### src/rsq_cfg.svh
`ifndef RSQ_CFG_SVH
`define RSQ_CFG_SVH
// Operation
// - Reset clears every module open dwell
// - Open dwell accepted only up to 6.5535 s
// - Separate open dwell per module, waited after open
// - Low-going TTL source pulse is one event
// - After trigger delay, open current relay
// - After open dwell, close next relay
// - After close dwell, pulse enabled lines 3 us
// - Reset disables all TTL trigger outputs
// - Independent per-line enables, disabled never driven
// - Enable query returns 1 or 0
// - Event n opens n-1, closes n
// - Ignore events until armed by initiate

// Time base and pulse width
`define RSQ_TICK_NS 100000
`define RSQ_PULSE_NS 3000
`define RSQ_CLK_NS 4
`define RSQ_TICK_CYC (`RSQ_TICK_NS / `RSQ_CLK_NS)
`define RSQ_PULSE_CYC (`RSQ_PULSE_NS / `RSQ_CLK_NS)
// Largest dwell count, 6.5535 s in 100 us units
`define RSQ_DWELL_MAX 16'hFFFF
`define RSQ_DWELL_RST 16'h0000
`define RSQ_EN_RST 8'h00
`endif

### src/rsq_pkg.sv
package rsq_pkg;
	typedef enum logic [2:0] {
		RSQ_IDLE = 3'b000,
		RSQ_TDLY = 3'b001,
		RSQ_ODWL = 3'b010,
		RSQ_CDWL = 3'b011,
		RSQ_PULS = 3'b100
	} rsq_state_e;
	typedef struct packed {
		logic open_v;
		logic close_v;
		logic [7:0] open_idx;
		logic [7:0] close_idx;
	} rsq_relay_s;
endpackage

### src/rsq_seq.sv
`timescale 1ns/1ps
`include "rsq_cfg.svh"
module rsq_seq import rsq_pkg::*; #(
	parameter int NMOD = 4,
	parameter int NTTL = 8,
	parameter int TICK_CYC = `RSQ_TICK_CYC,
	parameter int PULSE_CYC = `RSQ_PULSE_CYC
) (
	// Clock and reset
	input wire logic mclk,
	input wire logic srst,
	// Configuration writes
	input wire logic odwell_we,
	input wire logic [$clog2(NMOD)-1:0] odwell_mod,
	input wire logic [16:0] odwell_val,
	output logic odwell_err,
	input wire logic ttl_en_we,
	input wire logic [2:0] ttl_en_idx,
	input wire logic [15:0] ttl_en_val,
	input wire logic [2:0] ttl_q_idx,
	output logic ttl_q_on,
	input wire logic [15:0] cdwell,
	input wire logic [15:0] tdelay,
	// Scan control
	input wire logic initiate,
	input wire logic abort,
	input wire logic [$clog2(NMOD)-1:0] cur_mod,
	input wire logic [2:0] src_sel,
	input wire logic [NTTL-1:0] ttl_in,
	// Relay commands and TTL outputs
	output rsq_relay_s relay_q,
	output logic [NTTL-1:0] ttl_out,
	output logic [NTTL-1:0] ttl_oe,
	output logic busy
);
	logic [15:0] odwell_q [NMOD];
	logic [NTTL-1:0] ttl_en_q;
	logic armed_q;
	logic [NTTL-1:0] ttl_prev_q;
	rsq_state_e st_q;
	logic [15:0] cnt_q;
	logic [$clog2(TICK_CYC)-1:0] tick_q;
	logic [$clog2(PULSE_CYC+1)-1:0] pls_q;
	logic [7:0] idx_q;
	logic first_q;
	logic tick;
	logic event_in;

	////////////////////////////////////////////////////////////////////////
	// range check
	always_ff @(posedge mclk) begin
		if (srst) begin
			odwell_err <= 1'b0;
		end else begin
			odwell_err <= odwell_we && (odwell_val > {1'b0, `RSQ_DWELL_MAX});
		end
	end

	always_ff @(posedge mclk) begin
		if (srst) begin
			for (int i = 0; i < NMOD; i++) begin
				odwell_q[i] <= `RSQ_DWELL_RST;
			end
		end else if (odwell_we && odwell_val <= {1'b0, `RSQ_DWELL_MAX}) begin
			odwell_q[odwell_mod] <= odwell_val[15:0];
		end
	end

	always_ff @(posedge mclk) begin
		if (srst) begin
			ttl_en_q <= `RSQ_EN_RST;
		end else if (ttl_en_we) begin
			ttl_en_q[ttl_en_idx] <= (ttl_en_val != 16'h0000);
		end
	end

	always_ff @(posedge mclk) begin
		if (srst) begin
			ttl_q_on <= 1'b0;
		end else begin
			ttl_q_on <= ttl_en_q[ttl_q_idx];
		end
	end

	////////////////////////////////////////////////////////////////////////
	// falling edge on source line
	always_ff @(posedge mclk) begin
		if (srst) begin
			ttl_prev_q <= '1;
		end else begin
			ttl_prev_q <= ttl_in;
		end
	end
	assign event_in = ttl_prev_q[src_sel] && !ttl_in[src_sel];

	always_ff @(posedge mclk) begin
		if (srst) begin
			armed_q <= 1'b0;
		end else if (abort) begin
			armed_q <= 1'b0;
		end else if (initiate) begin
			armed_q <= 1'b1;
		end
	end

	// 100 us tick divider
	// Restart at each count load so no dwell unit is cut short
	always_ff @(posedge mclk) begin
		if (srst || st_q == RSQ_IDLE || cnt_q == 16'h0000) begin
			tick_q <= '0;
		end else if (tick_q == ($clog2(TICK_CYC))'(TICK_CYC - 1)) begin
			tick_q <= '0;
		end else begin
			tick_q <= tick_q + 1'b1;
		end
	end
	assign tick = (tick_q == ($clog2(TICK_CYC))'(TICK_CYC - 1));

	////////////////////////////////////////////////////////////////////////
	// Step sequencer
	always_ff @(posedge mclk) begin
		if (srst) begin
			st_q <= RSQ_IDLE;
			cnt_q <= 16'h0000;
			pls_q <= '0;
			idx_q <= 8'h00;
			first_q <= 1'b1;
			relay_q <= '0;
		end else begin
			relay_q.open_v <= 1'b0;
			relay_q.close_v <= 1'b0;
			unique case (st_q)
				RSQ_IDLE: begin
					if (armed_q && event_in) begin
						st_q <= RSQ_TDLY;
						cnt_q <= tdelay;
					end
				end
				RSQ_TDLY: begin
					if (cnt_q == 16'h0000) begin
						// open current, skip on first event
						relay_q.open_v <= !first_q;
						relay_q.open_idx <= idx_q - 8'h01;
						cnt_q <= odwell_q[cur_mod];
						st_q <= RSQ_ODWL;
					end else if (tick) begin
						cnt_q <= cnt_q - 16'h0001;
					end
				end
				RSQ_ODWL: begin
					if (cnt_q == 16'h0000) begin
						relay_q.close_v <= 1'b1;
						relay_q.close_idx <= idx_q;
						idx_q <= idx_q + 8'h01;
						first_q <= 1'b0;
						cnt_q <= cdwell;
						st_q <= RSQ_CDWL;
					end else if (tick) begin
						cnt_q <= cnt_q - 16'h0001;
					end
				end
				RSQ_CDWL: begin
					if (cnt_q == 16'h0000) begin
						pls_q <= ($clog2(PULSE_CYC+1))'(PULSE_CYC);
						st_q <= RSQ_PULS;
					end else if (tick) begin
						cnt_q <= cnt_q - 16'h0001;
					end
				end
				RSQ_PULS: begin
					if (pls_q == ($clog2(PULSE_CYC+1))'(1)) begin
						st_q <= RSQ_IDLE;
					end
					pls_q <= pls_q - 1'b1;
				end
				default: begin
					st_q <= RSQ_IDLE;
				end
			endcase
		end
	end

	// drive only enabled lines, eight lines
	always_ff @(posedge mclk) begin
		if (srst) begin
			ttl_oe <= '0;
		end else begin
			ttl_oe <= (st_q == RSQ_PULS && pls_q != '0) ? ttl_en_q : '0;
		end
	end
	assign ttl_out = '0;
	assign busy = (st_q != RSQ_IDLE);

	////////////////////////////////////////////////////////////////////////
	// Checks
	// reset stops drive
	a_reset_no_drive: assert property (@(posedge mclk)
		srst |=> ttl_oe == '0) else $error("trigger driven after reset");
	a_disabled_idle: assert property (@(posedge mclk)
		disable iff (srst)
		(ttl_oe & ~$past(ttl_en_q)) == '0) else $error("disabled line driven");
	a_unarmed_ignore: assert property (@(posedge mclk)
		disable iff (srst)
		st_q == RSQ_IDLE && !armed_q |=> st_q == RSQ_IDLE)
		else $error("event taken unarmed");
	a_close_after_open: assert property (@(posedge mclk)
		disable iff (srst)
		st_q == RSQ_ODWL && cnt_q == 16'h0000 |=> relay_q.close_v)
		else $error("close missing");
	a_open_after_delay: assert property (@(posedge mclk)
		disable iff (srst)
		st_q == RSQ_TDLY && cnt_q == 16'h0000 |=> st_q == RSQ_ODWL)
		else $error("open step missing");
	a_dwell_reset: assert property (@(posedge mclk)
		srst |=> odwell_q[0] == `RSQ_DWELL_RST) else $error("dwell not cleared");
	a_range_reject: assert property (@(posedge mclk)
		disable iff (srst)
		odwell_we && odwell_val[16] |=> odwell_err && $stable(odwell_q[0]))
		else $error("bad dwell accepted");
	a_query_value: assert property (@(posedge mclk)
		disable iff (srst)
		1'b1 |=> ttl_q_on == $past(ttl_en_q[ttl_q_idx]))
		else $error("query wrong");
	a_pulse_start: assert property (@(posedge mclk)
		disable iff (srst)
		st_q == RSQ_CDWL && cnt_q == 16'h0000 |=> st_q == RSQ_PULS)
		else $error("pulse missing");
	c_step_done: cover property (@(posedge mclk) relay_q.close_v);
	c_pulse: cover property (@(posedge mclk) ttl_oe != '0);
	c_second_open: cover property (@(posedge mclk) relay_q.open_v);
endmodule // rsq_seq

### config.mk
export PLATFORM = sky130hd
export DESIGN_NAME = rsq_seq
export DESIGN_NICKNAME = d
export VERILOG_FILES = /design/src/rsq_pkg.sv /design/src/rsq_seq.sv
export VERILOG_INCLUDE_DIRS = /design/src
export SDC_FILE = /design/constraint.sdc
export NUM_CORES = 1
export LEC_CHECK = 0
export BUFFER_PORTS_ARGS = -buffer_cell sky130_fd_sc_hd__buf_2
export CORE_AREA = 2 2 120 122
export CTS_BUF_LIST = sky130_fd_sc_hd__clkbuf_16
export DETAILED_ROUTE_END_ITERATION = 16
export DIE_AREA = 0 0 122 124
export GPL_TIMING_DRIVEN = 0
export HOLD_SLACK_MARGIN = 0.12
export PLACE_DENSITY_LB_ADDON = 0.05
export SYNTH_ARGS = -nofsm -noshare
export SYNTH_HDL_FRONTEND = slang
export SYNTH_SLANG_ARGS = --single-unit
export TNS_END_PERCENT = 10
### constraint.sdc
create_clock -name mclk -period 2.9 [get_ports mclk]
set_clock_uncertainty 0.2 [all_clocks]
set_input_delay 0.145 -clock mclk [delete_from_list [all_inputs] [get_ports mclk]]
set_output_delay 0.145 -clock mclk [all_outputs]
set_load 0.05 [all_outputs]
* Word level (Yosys, flattened, before mapping)
Memory sizes are Yosys's and may differ from the RTL's.
Index checks and enable logic that the tools add are counted.
** Cells by class
- Bitwise logic cells :: 4
- Shift operators :: 0
- Reduce and logical (&&, ||, !) cells :: 28
- Multipliers :: 0
- Muxes and demuxes :: 32
- Magnitude comparators :: 6
- Div/mod/pow operators :: 0
- $add $sub $neg :: 5
- Equality and inequality tests :: 12
** Operator list (number)
- $mux 16 :: 6
- $pmux 16 s4 :: 1
- $pmux 10 s2 :: 1
- $gt 17x16->1 const B :: 1
- $le 17x16->1 const B :: 1
- $logic_not 16->1 :: 1
- $reduce_bool 16->1 :: 1
- $reduce_or 16->1 :: 1
- $sub 16x1->16 const B :: 1
- $add 15x1->15 const B :: 1
- $eq 15x15->1 const B :: 1
- $mux 3 :: 5
- $pmux 3 s5 :: 1
- $lt 3x4->1 const B :: 3
- $mux 1 :: 11
- $eq 10x1->1 const B :: 1
- $mux 10 :: 1
- $ne 2x2->1 const B :: 5
- $reduce_bool 10->1 :: 1
- $sub 10x1->10 const B :: 1
- $bmux 1 s3 :: 3
- $add 8x1->8 const B :: 1
- $bwmux 8 :: 1
- $reduce_or 2->1 :: 4
- 20 further kinds :: 33
** Word-level totals
- Bits in registers :: 98
- Memory bits (read-only) :: 0
- RAM bits :: 64
- Output and inout port bits :: 37
- Input bits :: 92
- Latch bits :: 0
- Memories kept :: 1
** Memory list
- odwell_q :: depth 4, bits a word 16, rd ports 1, clocked after memory_dff 0, wr ports 4, RTL line rsq_seq.sv:36 : logic [15:0] odwell_q [NMOD];

* Depth between registers and ports, before layout
Gate-level depths: netlist of the first run.
- Depth in word-level cells :: 7
- Mapped depth :: 9
- Depth with buffers taken out :: 8

* Worst setup path before layout of the first run
Ideal clock, no wire load.
- Path type :: register -> register
- Start point :: reg cnt_q[0]
- End point :: reg cnt_q[11]
- Clock period less this slack :: 2.580 ns
- Slack :: 0.320 ns
- Required time :: 2.569 ns
- Arrival :: 2.249 ns
- Stages on the path, launching flop included :: 9
- Cell sequence :: dfxtp_1 -> inv_1 -> ha_1 -> or4b_1 -> nor4_4 -> o22ai_1 -> buf_2 -> a221oi_1 -> o41ai_1
** Between the ends
- Cells in the longest elaborated chain, start to end :: 4
** RTL lines
- from (decl) :: RTL line rsq_seq.sv:41 : logic [15:0] cnt_q;
- from (signal assigned) :: RTL line rsq_seq.sv:136 : cnt_q <= tdelay;
- from (signal assigned) :: RTL line rsq_seq.sv:144 : cnt_q <= odwell_q[cur_mod];
- from (signal assigned) :: RTL line rsq_seq.sv:147 : cnt_q <= cnt_q - 16'h0001;
- $sub 16x1->16 :: RTL line rsq_seq.sv:147, rsq_seq.sv:159, rsq_seq.sv:167
- $mux 16 :: RTL line rsq_seq.sv:146, rsq_seq.sv:158, rsq_seq.sv:166
- $mux 16, on equally long branches :: RTL line rsq_seq.sv:163, rsq_seq.sv:140, rsq_seq.sv:151
- $pmux 16 s4 :: RTL line rsq_seq.sv:132 : unique case (st_q)
Parallel ways exist; a longest one is shown, timed or not. The select of a mux whose other input is x is not followed.
A chain may end at the register's enable or synchronous reset.

* Worst setup path after layout of the first run
- Start point :: reg cnt_q[0]
- End point :: reg pls_q[1]
** Between the ends
- Cells in the longest elaborated chain, start to end :: 3
** RTL lines
- $logic_not 16->1 :: RTL line rsq_seq.sv:163 : if (cnt_q == 16'h0000) begin
- $ne 2x2->1 (no line)
- $reduce_and 2->1 (no line)
- to (signal assigned) :: RTL line rsq_seq.sv:164 : pls_q <= ($clog2(PULSE_CYC+1))'(PULSE_CYC);
- to (signal assigned) :: RTL line rsq_seq.sv:174 : pls_q <= pls_q - 1'b1;
- to (decl) :: RTL line rsq_seq.sv:43 : logic [$clog2(PULSE_CYC+1)-1:0] pls_q;
Every way passes these cells.

==> flow_results.xml, run 1 <==
<?xml version="1.0" encoding="UTF-8"?>
<metrics>
  <group name="grt">
    <metric name="grt_start_max_net_pins" unit="">17</metric>
    <metric name="use_met2" unit="%">51.1</metric>
    <metric name="grt_util_met1" unit="%">32.2</metric>
    <metric name="overall_fraction_of_global_route_tracks_in_use" unit="%">28.4</metric>
    <metric name="grt_first_pass_wirelength" unit="µm">32300</metric>
    <metric name="grt-busiest-layer" unit="">met2</metric>
    <metric name="grtUsageMet3" unit="%">5.31</metric>
    <metric name="via_count_of_the_first_global_routing_pass" unit="">6626</metric>
    <metric name="initial_antenna_violation_count" unit="">0</metric>
    <metric name="grt_remaining_overflow" unit="">0</metric>
  </group>
  <group name="clocking">
    <metric name="htree_levels" unit="">4</metric>
    <metric name="ctsRootBufferMaster" unit="">sky130_fd_sc_hd__clkbuf_16</metric>
    <metric name="clk_pin_slew_worst_paths" unit="ns">0.06</metric>
    <metric name="cts_tree" unit="">done</metric>
    <metric name="clk_path_buf_depth" unit="">2</metric>
    <metric name="cts-buffers-inserted" unit="">17</metric>
    <metric name="cts_sinks" unit="">162</metric>
    <metric name="worst_skew_pair.late_latency" unit="ns">0.43</metric>
  </group>
  <group name="layout">
    <metric name="synthToLayoutAreaGrowth" unit="%">29.4</metric>
    <metric name="end_of_flow_core_utilization" unit="%">72.3</metric>
    <metric name="layout.cell_area.non_filler" unit="µm²">9920</metric>
    <metric name="fillCellCount" unit="">999</metric>
    <metric name="insertedDiodeCount" unit="">0</metric>
    <metric name="final_layout_size_suffix_gt1_share" unit="%">22.8</metric>
    <metric name="final_cell_mix" unit="">sky130_fd_sc_hd__buf_2 (123), sky130_fd_sc_hd__dfxtp_1 (98), sky130_fd_sc_hd__dlygate4sd3_1 (79)</metric>
    <metric name="final_nets" unit="">1055</metric>
    <metric name="layout.cells.most_common" unit="">sky130_fd_sc_hd__buf_2</metric>
  </group>
  <group name="synthesis">
    <metric name="fraction_of_the_mapped_netlist_area_in_adder_cells" unit="%">1.14</metric>
    <metric name="ys_types" unit="">65</metric>
    <metric name="synth_seq_cells" unit="">162</metric>
    <metric name="synth-seq-area-share" unit="%">50.7</metric>
    <metric name="synth_compound_area_share" unit="%">10.0</metric>
    <metric name="yosys_warnings" unit="">0</metric>
    <metric name="syn-cell-area" unit="µm²">7660</metric>
    <metric name="combinational_family_with_the_most_area_after_synthesis" unit="">simple AND/OR/NAND/NOR gates</metric>
    <metric name="synth_area_per_inst" unit="µm²">10.5</metric>
    <metric name="async_reset_ff_share" unit="%">0</metric>
    <metric name="yosys_most_used_dff" unit="">sky130_fd_sc_hd__dfxtp_1</metric>
    <metric name="multiplexer_share_of_the_synthesized_area" unit="%">6.60</metric>
    <metric name="number_of_synthesized_flops_with_an_enable_pin" unit="">64</metric>
    <metric name="post_synth_xor_area_fraction" unit="%">4.57</metric>
    <metric name="post_synth_inst_count" unit="">731</metric>
    <metric name="synthSimpleGateAreaFrac" unit="%">23.1</metric>
  </group>
  <group name="worst_setup_path">
    <metric name="worst_r2r_startpoint" unit="">cnt_q[0]$_SDFFE_PP0P_</metric>
    <metric name="timing.critical_path.to_type" unit="">flop</metric>
    <metric name="critPathRequiredTime" unit="ns">3.04</metric>
    <metric name="startpoint_type" unit="">flop</metric>
    <metric name="worst_r2r_endpoint" unit="">pls_q[1]$_SDFFE_PP0P_</metric>
    <metric name="cp_data_arrival_time" unit="ns">3.06</metric>
    <metric name="reg2reg_setup_slack" unit="ns">-0.02</metric>
    <metric name="worst_r2r_path_depth" unit="">9</metric>
    <metric name="critical_path_peak_fanout" unit="">10</metric>
    <metric name="setup.worst_path.class" unit="">reg -&gt; reg</metric>
  </group>
  <group name="min_path">
    <metric name="hold_path_startpoint" unit="">cdwell[1]</metric>
    <metric name="whs_path_depth" unit="">4</metric>
    <metric name="worstHoldPathType" unit="">in -&gt; reg</metric>
    <metric name="min_to" unit="">cnt_q[1]$_SDFFE_PP0P_</metric>
  </group>
  <group name="power">
    <metric name="fraction_of_power_spent_switching_nets" unit="%">35.1</metric>
    <metric name="clock_group_share_of_total_power" unit="%">28.0</metric>
    <metric name="comb_power_share" unit="%">35.0</metric>
    <metric name="power.leakage" unit="nW">3.93</metric>
    <metric name="ir_worst_vdd" unit="V">0.000570</metric>
    <metric name="pwr_density_cell" unit="nW/µm²">753</metric>
    <metric name="design_internal_power" unit="mW">4.85</metric>
    <metric name="power_switching" unit="mW">2.62</metric>
    <metric name="p_seq_share" unit="%">37.0</metric>
  </group>
  <group name="run">
    <metric name="max_cap_viol_count" unit="">0</metric>
  </group>
  <group name="placed_design">
    <metric name="port_buffers" unit="">118</metric>
    <metric name="place_hpwl" unit="µm">13600</metric>
    <metric name="replace_congestion" unit="">0.882</metric>
    <metric name="dpl-instance-area" unit="µm²">8500</metric>
    <metric name="place_ws" unit="ns">-0.279</metric>
  </group>
  <group name="detailed_routing">
    <metric name="route.vias.total" unit="">6460</metric>
    <metric name="wire_per_inst" unit="µm">18.0</metric>
    <metric name="remaining_drc_errors" unit="">0</metric>
    <metric name="ant_nets" unit="">0</metric>
    <metric name="routed_via_density" unit="">5.62</metric>
    <metric name="routed_wl" unit="µm">20600</metric>
    <metric name="drt_iter0_markers" unit="">430</metric>
    <metric name="drt_pass1_iterations" unit="">7</metric>
  </group>
  <group name="timing">
    <metric name="slew_at_the_pin_closest_to_its_max_slew_limit" unit="ns">0.930</metric>
    <metric name="max_slew_margin" unit="%">38.0</metric>
    <metric name="timing.hold.ws" unit="ns">0.176</metric>
    <metric name="maxSlewViolCount" unit="">0</metric>
    <metric name="setup_viol_count_final" unit="">3</metric>
    <metric name="postLayoutSetupSlackWorst" unit="ns">-0.0235</metric>
    <metric name="timing_hold_violations_final" unit="">0</metric>
    <metric name="grt_setup_unrepaired" unit="">yes</metric>
    <metric name="period_share" unit="%">101</metric>
    <metric name="maxClockFrequency" unit="MHz">342</metric>
    <metric name="period_minus_slack" unit="ns">2.92</metric>
    <metric name="setup_tns" unit="ns">-0.0451</metric>
  </group>
  <group name="status">
    <metric name="violations_in_the_final_reports" unit="">negative setup slack</metric>
    <metric name="status" unit="">complete, but fails checks</metric>
  </group>
  <group name="floorplan">
    <metric name="initial_core_util" unit="%">55.9</metric>
    <metric name="die_area" unit="µm²">15100</metric>
    <metric name="design.core.area" unit="µm²">13700</metric>
    <metric name="row_count" unit="">43</metric>
    <metric name="pin_count" unit="">129</metric>
    <metric name="die_wd" unit="µm">122</metric>
    <metric name="die_height" unit="µm">124</metric>
  </group>
</metrics>
## worst max-delay path by stage
stage | from | endpoint
detailed placement | st_q[0]$_SDFFE_PP0P_ | cnt_q[4]$_SDFFE_PP0P_
finish | cnt_q[0]$_SDFFE_PP0P_ | pls_q[1]$_SDFFE_PP0P_
CTS | cnt_q[6]$_SDFFE_PP0P_ | cnt_q[4]$_SDFFE_PP0P_
floorplan | cnt_q[0]$_SDFFE_PP0P_ | cnt_q[11]$_SDFFE_PP0P_
global placement | odwell_val[16] | odwell_q[1][7]$_SDFFCE_PN0P_
global route | cnt_q[0]$_SDFFE_PP0P_ | pls_q[1]$_SDFFE_PP0P_
## worst max-delay path: stages (launching register included)
cell and delay [ns]:
sky130_fd_sc_hd__dfxtp_1 0.32, sky130_fd_sc_hd__inv_1 0.11, sky130_fd_sc_hd__ha_1 0.19, sky130_fd_sc_hd__or4b_4 0.49, sky130_fd_sc_hd__nor4_4 0.46, sky130_fd_sc_hd__buf_4 0.20, sky130_fd_sc_hd__o22ai_2 0.07, sky130_fd_sc_hd__or3_1 0.40
sky130_fd_sc_hd__buf_2 0.20, sky130_fd_sc_hd__a221oi_2 0.21
## layer usage
| layer | vias to the layer above | wire length [µm] |
|---|---|---|
| met5 | - | 0 |
| met4 | 0 | 832 |
| li1 | 3069 | - |
| met3 | 66 | 1130 |
| met1 | 3086 | 8020 |
| met2 | 239 | 10700 |
## power groups by stage
stage	Sequential (mW)	Clock [mW]	Combinational (mW)
after global placement	2.79	0	2.25
after floorplan	2.90	0	1.55
after CTS	2.76	2.12	2.40
after global routing	2.79	2.21	2.79
after detailed placement	2.81	0	2.29
final	2.77	2.09	2.61
## cell usage after synthesis (7+ instances only)
library cell	count	area share, %
sky130_fd_sc_hd__a211oi_1	7	0.69
sky130_fd_sc_hd__a21o_1	11	1.1
sky130_fd_sc_hd__a21oi_1	29	1.9
sky130_fd_sc_hd__a221oi_1	9	1.0
sky130_fd_sc_hd__a31o_2	7	0.80
sky130_fd_sc_hd__and2_1	73	6.0
sky130_fd_sc_hd__buf_4	11	1.1
sky130_fd_sc_hd__clkbuf_1	28	1.4
sky130_fd_sc_hd__dfxtp_1	98	26
sky130_fd_sc_hd__edfxtp_1	64	25
sky130_fd_sc_hd__ha_1	7	1.1
sky130_fd_sc_hd__inv_1	14	0.69
sky130_fd_sc_hd__mux2i_1	10	1.3
sky130_fd_sc_hd__mux4_2	18	5.3
sky130_fd_sc_hd__nand2_1	51	2.5
sky130_fd_sc_hd__nand3_1	13	0.85
sky130_fd_sc_hd__nand3b_1	10	0.98
sky130_fd_sc_hd__nand4_1	11	0.90
sky130_fd_sc_hd__nor2_1	72	3.5
sky130_fd_sc_hd__nor3_1	20	1.3
sky130_fd_sc_hd__nor3b_1	7	0.69
sky130_fd_sc_hd__nor4_1	9	0.73
sky130_fd_sc_hd__o21ai_0	9	0.59
sky130_fd_sc_hd__o41ai_1	9	1.0
sky130_fd_sc_hd__or2_2	13	1.1
sky130_fd_sc_hd__or3_1	7	0.57
sky130_fd_sc_hd__xnor2_1	27	3.1
sky130_fd_sc_hd__xor2_1	13	1.5
## layout make-up
| type | instances | area, µm² | area share (%) |
|---|---|---|---|
| plain buffers | 49 | 251 | 2.54 |
| clock buffers | 17 | 425 | 4.29 |
| clock inverters | 15 | 115 | 1.16 |
| inverters | 14 | 52.6 | 0.530 |
| multi-input cells | 513 | 3570 | 36.0 |
| flip-flops and latches | 162 | 3880 | 39.2 |
| well taps | 180 | 225 | 2.27 |
| repair buffers | 199 | 1400 | 14.1 |
## timing repair
item	4_1_cts	5_1_grt
endpoints found under the hold margin	104	0
pin swaps	1	1
gates resized for setup	4	18
hold buffers	79	0
buffers inserted	0	2
setup endpoints to repair	15	81
## through the flow
| stage | std cells | total power [mW] |
|---|---|---|
| final | 1149 | 7.47 |
| after floorplan | 738 | 4.45 |
| after detailed placement | 1036 | 5.10 |
| after CTS | 1147 | 7.28 |
| after global routing | 1149 | 7.79 |
| after global placement | 1036 | 5.04 |
## registers in the layout, summed over array words and instances, names as in the netlist, 8 cells and up
signal	cells
pls_q	10
relay_q	18
ttl_oe	8
ttl_prev_q	8
idx_q	8
tick_q	15
cnt_q	16
odwell_q	64
ttl_en_q	8
## cell families (layout without fill, tap and decap cells)
kind of cell,after synthesis,count (layout)
AND/OR/NAND/NOR,323,323
flip-flops,162,162
AO/OA/AOI/OAI,107,107
buffers and inverters,63,294
XOR/XNOR,40,40
multiplexers,28,28
adder cells (fa/ha/maj),7,7
other,1,8
Power figures use the tool's default switching activity.
==> run 2, diff against run 1 <==
Settings changed: ABC_AREA set to 1, CORE_AREA 2 2 120 122 to 2 2 124 126, DIE_AREA 0 0 122 124 to 0 0 126 128.
Clock period 2.9 ns to 2.7 ns, I/O delays scaled along.
==> run 2 against run 1 <==
Effect of this change: routed wire length increased by 12%; register-to-register slack improved by 0.16 ns; the flow now finishes without violations; combinational power increased by 13%; setup slack improved by 0.16 ns; largest cell class unchanged; total power increased by 11%; worst hold slack improved by 0.018 ns; core utilization decreased by 1.2 points; critical path type unchanged; final area increased by 6.6%; non-clock buffer count decreased by 6.
==> flow_results.xml, run 2 <==
<?xml version="1.0" encoding="UTF-8"?>
<metrics>
  <group name="status">
    <metric name="status" unit="">finished, final reports clean</metric>
  </group>
  <group name="floorplan">
    <metric name="row_count" unit="">45</metric>
    <metric name="die_wd" unit="µm">126</metric>
    <metric name="initial_core_util" unit="%">55.9</metric>
    <metric name="design.core.area" unit="µm²">14900</metric>
    <metric name="die_height" unit="µm">128</metric>
    <metric name="pin_count" unit="">129</metric>
    <metric name="die_area" unit="µm²">16100</metric>
  </group>
  <group name="power">
    <metric name="comb_power_share" unit="%">35.6</metric>
    <metric name="p_seq_share" unit="%">36.0</metric>
    <metric name="clock_group_share_of_total_power" unit="%">28.3</metric>
    <metric name="fraction_of_power_spent_switching_nets" unit="%">37.6</metric>
    <metric name="design_internal_power" unit="mW">5.19</metric>
    <metric name="pwr_density_cell" unit="nW/µm²">786</metric>
    <metric name="power_switching" unit="mW">3.13</metric>
    <metric name="power.leakage" unit="nW">4.79</metric>
    <metric name="ir_worst_vdd" unit="V">0.000624</metric>
  </group>
  <group name="min_path">
    <metric name="worstHoldPathType" unit="">in -&gt; reg</metric>
  </group>
  <group name="detailed_routing">
    <metric name="wire_per_inst" unit="µm">15.1</metric>
    <metric name="route.vias.total" unit="">7947</metric>
    <metric name="routed_wl" unit="µm">23000</metric>
    <metric name="drt_pass1_iterations" unit="">5</metric>
    <metric name="ant_nets" unit="">0</metric>
    <metric name="drt_iter0_markers" unit="">613</metric>
    <metric name="remaining_drc_errors" unit="">0</metric>
    <metric name="routed_via_density" unit="">5.21</metric>
  </group>
  <group name="synthesis">
    <metric name="synth.most_common_cell" unit="">sky130_fd_sc_hd__nand2_1</metric>
    <metric name="number_of_synthesized_flops_with_an_enable_pin" unit="">64</metric>
    <metric name="synth_area_per_inst" unit="µm²">7.55</metric>
    <metric name="yosys-top-cells-count" unit="">sky130_fd_sc_hd__nand2_1 (227), sky130_fd_sc_hd__nor2_1 (182), sky130_fd_sc_hd__inv_1 (128)</metric>
    <metric name="synth_top_area_share" unit="%">23.6</metric>
    <metric name="async_reset_ff_share" unit="%">0</metric>
    <metric name="syn-cell-area" unit="µm²">8310</metric>
    <metric name="post_synth_main_area_contributors" unit="">sky130_fd_sc_hd__dfxtp_1 (24%), sky130_fd_sc_hd__edfxtp_1 (23%), sky130_fd_sc_hd__nand2_1 (10%)</metric>
    <metric name="synth_seq_cells" unit="">162</metric>
    <metric name="yosys_warnings" unit="">0</metric>
    <metric name="synth-seq-area-share" unit="%">46.7</metric>
    <metric name="synth.largest_area_cell" unit="">sky130_fd_sc_hd__dfxtp_1</metric>
    <metric name="ys_types" unit="">48</metric>
    <metric name="post_synth_inst_count" unit="">1101</metric>
    <metric name="yosys_most_used_dff" unit="">sky130_fd_sc_hd__dfxtp_1</metric>
  </group>
  <group name="timing">
    <metric name="maxSlewViolCount" unit="">0</metric>
    <metric name="max_slew_margin" unit="%">35.4</metric>
    <metric name="timing_hold_violations_final" unit="">0</metric>
    <metric name="period_share" unit="%">94.9</metric>
    <metric name="maxClockFrequency" unit="MHz">390</metric>
    <metric name="slew_at_the_pin_closest_to_its_max_slew_limit" unit="ns">0.969</metric>
    <metric name="setup_viol_count_final" unit="">0</metric>
    <metric name="period_minus_slack" unit="ns">2.56</metric>
    <metric name="grt_setup_unrepaired" unit="">yes</metric>
  </group>
  <group name="layout">
    <metric name="stdcell_count" unit="">1525</metric>
    <metric name="synthToLayoutAreaGrowth" unit="%">27.1</metric>
    <metric name="layout.cells.most_common" unit="">sky130_fd_sc_hd__nand2_1</metric>
    <metric name="insertedDiodeCount" unit="">0</metric>
    <metric name="end_of_flow_core_utilization" unit="%">71.1</metric>
    <metric name="final_cell_mix" unit="">sky130_fd_sc_hd__nand2_1 (225), sky130_fd_sc_hd__nor2_1 (182), sky130_fd_sc_hd__inv_1 (132)</metric>
    <metric name="largest_reg_flops" unit="">64</metric>
    <metric name="reg.largest.list" unit="">odwell_q x64, relay_q x18, cnt_q x16</metric>
    <metric name="layout.cell_area.non_filler" unit="µm²">10600</metric>
    <metric name="largest_register" unit="">odwell_q</metric>
    <metric name="final_nets" unit="">1424</metric>
    <metric name="final_layout_size_suffix_gt1_share" unit="%">16.8</metric>
  </group>
  <group name="clocking">
    <metric name="clk_pin_slew_worst_paths" unit="ns">0.06</metric>
    <metric name="clk_path_buf_depth" unit="">2</metric>
    <metric name="buffers_inserted_during_post_cts_setup_optimization" unit="">0</metric>
    <metric name="cts_sinks" unit="">162</metric>
    <metric name="cts-buffers-inserted" unit="">17</metric>
    <metric name="htree_levels" unit="">4</metric>
    <metric name="cts_tree" unit="">done</metric>
    <metric name="ctsRootBufferMaster" unit="">sky130_fd_sc_hd__clkbuf_16</metric>
    <metric name="worst_skew_pair.late_latency" unit="ns">0.43</metric>
  </group>
  <group name="worst_setup_path">
    <metric name="cp_data_arrival_time" unit="ns">2.67</metric>
    <metric name="timing.critical_path.to_type" unit="">flop</metric>
    <metric name="startpoint_type" unit="">flop</metric>
    <metric name="critical_path_peak_fanout" unit="">7</metric>
    <metric name="reg2reg_setup_slack" unit="ns">0.14</metric>
    <metric name="critPathRequiredTime" unit="ns">2.81</metric>
    <metric name="setup.worst_path.class" unit="">reg -&gt; reg</metric>
  </group>
  <group name="placed_design">
    <metric name="port_buffers" unit="">118</metric>
    <metric name="placed_cells_incl_taps" unit="">1414</metric>
    <metric name="replace_congestion" unit="">0.938</metric>
    <metric name="dpl-instance-area" unit="µm²">9180</metric>
    <metric name="place_hpwl" unit="µm">15900</metric>
  </group>
  <group name="grt">
    <metric name="overall_fraction_of_global_route_tracks_in_use" unit="%">29.1</metric>
    <metric name="grt_first_pass_wirelength" unit="µm">37000</metric>
    <metric name="via_count_of_the_first_global_routing_pass" unit="">7560</metric>
    <metric name="grt_start_max_net_pins" unit="">17</metric>
    <metric name="initial_antenna_violation_count" unit="">0</metric>
    <metric name="grt_remaining_overflow" unit="">0</metric>
  </group>
  <group name="run">
    <metric name="max_cap_viol_count" unit="">0</metric>
  </group>
</metrics>
[run 2: changes by cell type in the layout (fill, tap and decap cells not counted), moves of 12 or more]
cell                      delta
sky130_fd_sc_hd__a21oi_1    +29
sky130_fd_sc_hd__and2_1     -73
sky130_fd_sc_hd__inv_1     +110
sky130_fd_sc_hd__mux4_2     -18
sky130_fd_sc_hd__nand2_1   +174
sky130_fd_sc_hd__nand3_1    +65
sky130_fd_sc_hd__nor2_1    +110
sky130_fd_sc_hd__o21ai_0    +44
sky130_fd_sc_hd__o21ai_1    +12
sky130_fd_sc_hd__xnor2_1    -23
[run 2: layout make-up]
type                       count  area (µm²)
inverter                     138         518
sequential                   162        3880
tap                          188         235
clock inverter                14         136
multi-input combinational    764        3740
buffer                        44         244
timing repair buffer         198        1390
clock buffer                  17         425
fill                        1268        4290
[run 2: path summary, 6_finish.rpt]
path | start | endpoint | cells past startpoint
setup / recovery | cnt_q[0]$_SDFFE_PP0P_ | cnt_q[4]$_SDFFE_PP0P_ | 12
hold / removal | src_sel[2] | cnt_q[11]$_SDFFE_PP0P_ | 7
setup reg to reg | cnt_q[0]$_SDFFE_PP0P_ | cnt_q[4]$_SDFFE_PP0P_ | 12
hold reg to reg | first_q$_SDFFE_PP1P_ | relay_q[17]$_SDFF_PP0_ | 1
[run 2: critical path: stages, from the launching register on]
cell,delay (ns)
sky130_fd_sc_hd__dfxtp_1,0.35
sky130_fd_sc_hd__inv_2,0.12
sky130_fd_sc_hd__ha_1,0.19
sky130_fd_sc_hd__nand2_2,0.10
sky130_fd_sc_hd__nor2_4,0.16
sky130_fd_sc_hd__nand3_2,0.11
sky130_fd_sc_hd__nand2_1,0.11
sky130_fd_sc_hd__nand2_2,0.16
sky130_fd_sc_hd__nand3_1,0.13
sky130_fd_sc_hd__nand2_1,0.05
sky130_fd_sc_hd__a21oi_1,0.14
sky130_fd_sc_hd__dlygate4sd3_1,0.58
sky130_fd_sc_hd__nor2_1,0.04
[run 2: stage by stage]
stage	total power [mW]	TNS (ns)	hold slack, ns	setup slack (ns)
3_3_place_gp	5.74	-23.26	0.102	-0.517
4_1_cts	8.25	0	0.185	0.0341
6_report	8.31	0	0.193	0.137
3_5_place_dp	5.78	-9.17	0.103	-0.330
2_1_floorplan	5.06	0	0.0118	0.466
5_1_grt	8.82	-0.0247	0.221	-0.0247
[run 2: repair_timing]
item | 4_1_cts | 5_1_grt
hold buffers | 80 | 0
gates resized for setup | 0 | 6
endpoints found under the setup margin | 0 | 19
hold endpoints to repair | 99 | 0
[run 2: power groups by stage]
stage | combinational, mW | sequential (mW) | clock [mW]
2_1_floorplan | 2.03 | 3.03 | 0
6_report | 2.96 | 3.00 | 2.36
3_5_place_dp | 2.75 | 3.03 | 0
4_1_cts | 2.89 | 2.98 | 2.38
5_1_grt | 3.31 | 3.02 | 2.49
3_3_place_gp | 2.71 | 3.03 | 0
[run 2: cells by family (layout without fill, tap and decap cells)]
logic type               after synthesis  count (layout)  synth area share, %
flip-flops                           162             162                 46.7
adder cells (fa/ha/maj)                7               7                 1.05
XOR/XNOR                              18              18                 1.90
other                                  1               8               0.0451
buffers and inverters                182             411                 9.16
AO/OA/AOI/OAI                        145             145                 9.54
AND/OR/NAND/NOR                      586             586                 31.6
[run 2: layer usage]
| metal | GRT usage, % | share of wire (%) |
|---|---|---|
| met1 | 36.5 | 42 |
| met2 | 49.2 | 49 |
| met3 | 6.68 | 7.2 |
| met4 | 11.2 | 2.4 |
| met5 | 0 | 0 |
==> run 3, diff against run 2 <==
Settings changed: ABC_AREA 1 to not set, CORE_AREA 2 2 124 126 to 2 2 120 122, DIE_AREA 0 0 126 128 to 0 0 122 124, MAX_ROUTING_LAYER set to met4.
==> run 3 against run 2 <==
Effect of this change: global-route usage decreased by 0.25 points; worst hold slack got worse by 0.044 ns; count of clock-buffer cells in the layout unchanged; die area decreased by 6.2%; non-clock buffer count grew 17; highest routed layer unchanged.
==> flow_results.xml, run 3 (same netlist as run 1, synthesis figures left out) <==
<?xml version="1.0" encoding="UTF-8"?>
<metrics>
  <group name="placed_design">
    <metric name="port_buffers" unit="">118</metric>
    <metric name="place_hpwl" unit="µm">13500</metric>
    <metric name="replace_congestion" unit="">0.886</metric>
    <metric name="dpl-instance-area" unit="µm²">8500</metric>
    <metric name="placed_cells_incl_taps" unit="">1036</metric>
  </group>
  <group name="status">
    <metric name="status" unit="">finished, final reports clean</metric>
  </group>
  <group name="grt">
    <metric name="initial_antenna_violation_count" unit="">1</metric>
    <metric name="overall_fraction_of_global_route_tracks_in_use" unit="%">28.9</metric>
    <metric name="grt_first_pass_wirelength" unit="µm">32200</metric>
    <metric name="grt_remaining_overflow" unit="">0</metric>
    <metric name="grt_start_max_net_pins" unit="">17</metric>
    <metric name="via_count_of_the_first_global_routing_pass" unit="">6495</metric>
  </group>
  <group name="layout">
    <metric name="final_nets" unit="">1066</metric>
    <metric name="largest_register" unit="">odwell_q</metric>
    <metric name="final_cell_mix" unit="">sky130_fd_sc_hd__buf_2 (122), sky130_fd_sc_hd__dfxtp_1 (94), sky130_fd_sc_hd__dlygate4sd3_1 (79)</metric>
    <metric name="reg.largest.list" unit="">odwell_q x64, relay_q x18, cnt_q x16</metric>
    <metric name="insertedDiodeCount" unit="">0</metric>
    <metric name="final_layout_size_suffix_gt1_share" unit="%">25.9</metric>
    <metric name="synthToLayoutAreaGrowth" unit="%">32.6</metric>
    <metric name="end_of_flow_core_utilization" unit="%">74.0</metric>
    <metric name="largest_reg_flops" unit="">64</metric>
    <metric name="layout.cells.most_common" unit="">sky130_fd_sc_hd__buf_2</metric>
    <metric name="layout.cell_area.non_filler" unit="µm²">10200</metric>
    <metric name="stdcell_count" unit="">1160</metric>
  </group>
  <group name="timing">
    <metric name="timing.hold.ws" unit="ns">0.149</metric>
    <metric name="setup_viol_count_final" unit="">0</metric>
    <metric name="maxSlewViolCount" unit="">0</metric>
    <metric name="grt_setup_unrepaired" unit="">yes</metric>
    <metric name="period_minus_slack" unit="ns">2.69</metric>
    <metric name="timing_hold_violations_final" unit="">0</metric>
    <metric name="slew_at_the_pin_closest_to_its_max_slew_limit" unit="ns">0.953</metric>
    <metric name="max_slew_margin" unit="%">36.5</metric>
    <metric name="maxClockFrequency" unit="MHz">372</metric>
    <metric name="period_share" unit="%">99.5</metric>
  </group>
  <group name="clocking">
    <metric name="cts-buffers-inserted" unit="">17</metric>
    <metric name="clk_pin_slew_worst_paths" unit="ns">0.06</metric>
    <metric name="worst_skew_pair.late_latency" unit="ns">0.43</metric>
    <metric name="clk_path_buf_depth" unit="">2</metric>
    <metric name="htree_levels" unit="">4</metric>
    <metric name="cts_sinks" unit="">162</metric>
    <metric name="cts_tree" unit="">done</metric>
    <metric name="ctsRootBufferMaster" unit="">sky130_fd_sc_hd__clkbuf_16</metric>
  </group>
  <group name="detailed_routing">
    <metric name="drt_iter0_markers" unit="">508</metric>
    <metric name="routed_via_density" unit="">5.64</metric>
    <metric name="wire_per_inst" unit="µm">17.9</metric>
    <metric name="ant_nets" unit="">0</metric>
    <metric name="drt_pass1_iterations" unit="">6</metric>
    <metric name="remaining_drc_errors" unit="">0</metric>
    <metric name="route.vias.total" unit="">6547</metric>
    <metric name="routed_wl" unit="µm">20800</metric>
  </group>
  <group name="floorplan">
    <metric name="initial_core_util" unit="%">55.9</metric>
    <metric name="design.core.area" unit="µm²">13700</metric>
    <metric name="row_count" unit="">43</metric>
    <metric name="die_height" unit="µm">124</metric>
    <metric name="pin_count" unit="">129</metric>
    <metric name="die_wd" unit="µm">122</metric>
    <metric name="die_area" unit="µm²">15100</metric>
  </group>
  <group name="power">
    <metric name="power_switching" unit="mW">2.98</metric>
    <metric name="p_seq_share" unit="%">35.5</metric>
    <metric name="fraction_of_power_spent_switching_nets" unit="%">35.4</metric>
    <metric name="ir_worst_vdd" unit="V">0.000716</metric>
    <metric name="power.leakage" unit="nW">4.02</metric>
    <metric name="pwr_density_cell" unit="nW/µm²">829</metric>
    <metric name="report.power.total" unit="mW">8.42</metric>
    <metric name="design_internal_power" unit="mW">5.44</metric>
    <metric name="comb_power_share" unit="%">37.4</metric>
    <metric name="clock_group_share_of_total_power" unit="%">27.1</metric>
  </group>
  <group name="worst_setup_path">
    <metric name="critPathRequiredTime" unit="ns">2.86</metric>
    <metric name="startpoint_type" unit="">flop</metric>
    <metric name="critical_path_peak_fanout" unit="">8</metric>
    <metric name="cp_data_arrival_time" unit="ns">2.84</metric>
    <metric name="setup.worst_path.class" unit="">reg -&gt; reg</metric>
    <metric name="timing.critical_path.to_type" unit="">flop</metric>
  </group>
  <group name="min_path">
    <metric name="worstHoldPathType" unit="">in -&gt; reg</metric>
  </group>
  <group name="run">
    <metric name="max_cap_viol_count" unit="">0</metric>
  </group>
</metrics>
-- run 3: cell count changes in the layout (fill, tap and decap cells not counted), moves of 46 or more --
cell / delta
sky130_fd_sc_hd__and2_1: +72
sky130_fd_sc_hd__nand3_1: -66
sky130_fd_sc_hd__inv_1: -116
sky130_fd_sc_hd__o21ai_0: -46
sky130_fd_sc_hd__nor2_1: -110
sky130_fd_sc_hd__nand2_1: -174
-- run 3: routing by layer --
| metal | GRT usage (%) | vias up | part of all wire, % |
|---|---|---|---|
| li1 | - | 3094 | - |
| met1 | 32.8 | 3120 | 40 |
| met2 | 49.8 | 266 | 51 |
| met3 | 5.31 | 67 | 5.8 |
| met4 | 13.4 | 0 | 3.5 |
| met5 | - | - | 0 |
-- run 3: layout make-up --
class	count	area, µm²
clock inverter	15	129
sequential	162	3890
buffer	46	255
tap	180	225
inverter	14	52.6
timing repair buffer	213	1510
multi-input combinational	513	3670
clock buffer	17	425
fill	985	3560
-- run 3: power by group through the flow --
| stage | clock network (mW) | registers, mW | logic, mW |
|---|---|---|---|
| floorplan | 0 | 3.12 | 1.66 |
| global placement | 0 | 3.00 | 2.42 |
| detailed placement | 0 | 3.01 | 2.47 |
| CTS | 2.32 | 2.96 | 2.74 |
| global route | 2.40 | 3.01 | 3.37 |
| finish | 2.28 | 2.98 | 3.15 |
-- run 3: critical path: stages, from the launching register on --
cell	delay, ns
sky130_fd_sc_hd__dfxtp_2	0.35
sky130_fd_sc_hd__or4_1	0.52
sky130_fd_sc_hd__buf_2	0.20
sky130_fd_sc_hd__or2_0	0.24
sky130_fd_sc_hd__or4_1	0.41
sky130_fd_sc_hd__or3_1	0.36
sky130_fd_sc_hd__a31o_1	0.22
sky130_fd_sc_hd__a21oi_1	0.11
-- run 3: what timing repair did --
action | CTS | global route
resized for setup | 12 | 41
endpoints found under the hold margin | 99 | 0
hold buffers | 80 | 0
pin swaps | 2 | 11
endpoints found under the setup margin | 51 | 89
gates cloned | 0 | 1
setup buffers | 5 | 9
-- run 3: metrics by stage --
step | setup TNS (ns) | setup WS (ns)
floorplan | 0 | 0.120
global placement | -25.38 | -0.468
detailed placement | -26.06 | -0.484
CTS | -0.0672 | -0.0573
global route | -0.382 | -0.0859
finish | 0 | 0.0141
-- run 3: path summary, 6_finish.rpt --
path                               from                         to  slack (ns)  cells after the start
setup / recovery  cnt_q[6]$_SDFFE_PP0P_     cnt_q[15]$_SDFFE_PP0P_        0.01                      7
hold / removal                     srst  odwell_q[3][15]$_DFFE_PP_        0.15                      3
setup reg to reg  cnt_q[6]$_SDFFE_PP0P_     cnt_q[15]$_SDFFE_PP0P_        0.01                      7
hold reg to reg    first_q$_SDFFE_PP1P_     relay_q[17]$_SDFF_PP0_        0.23                      1
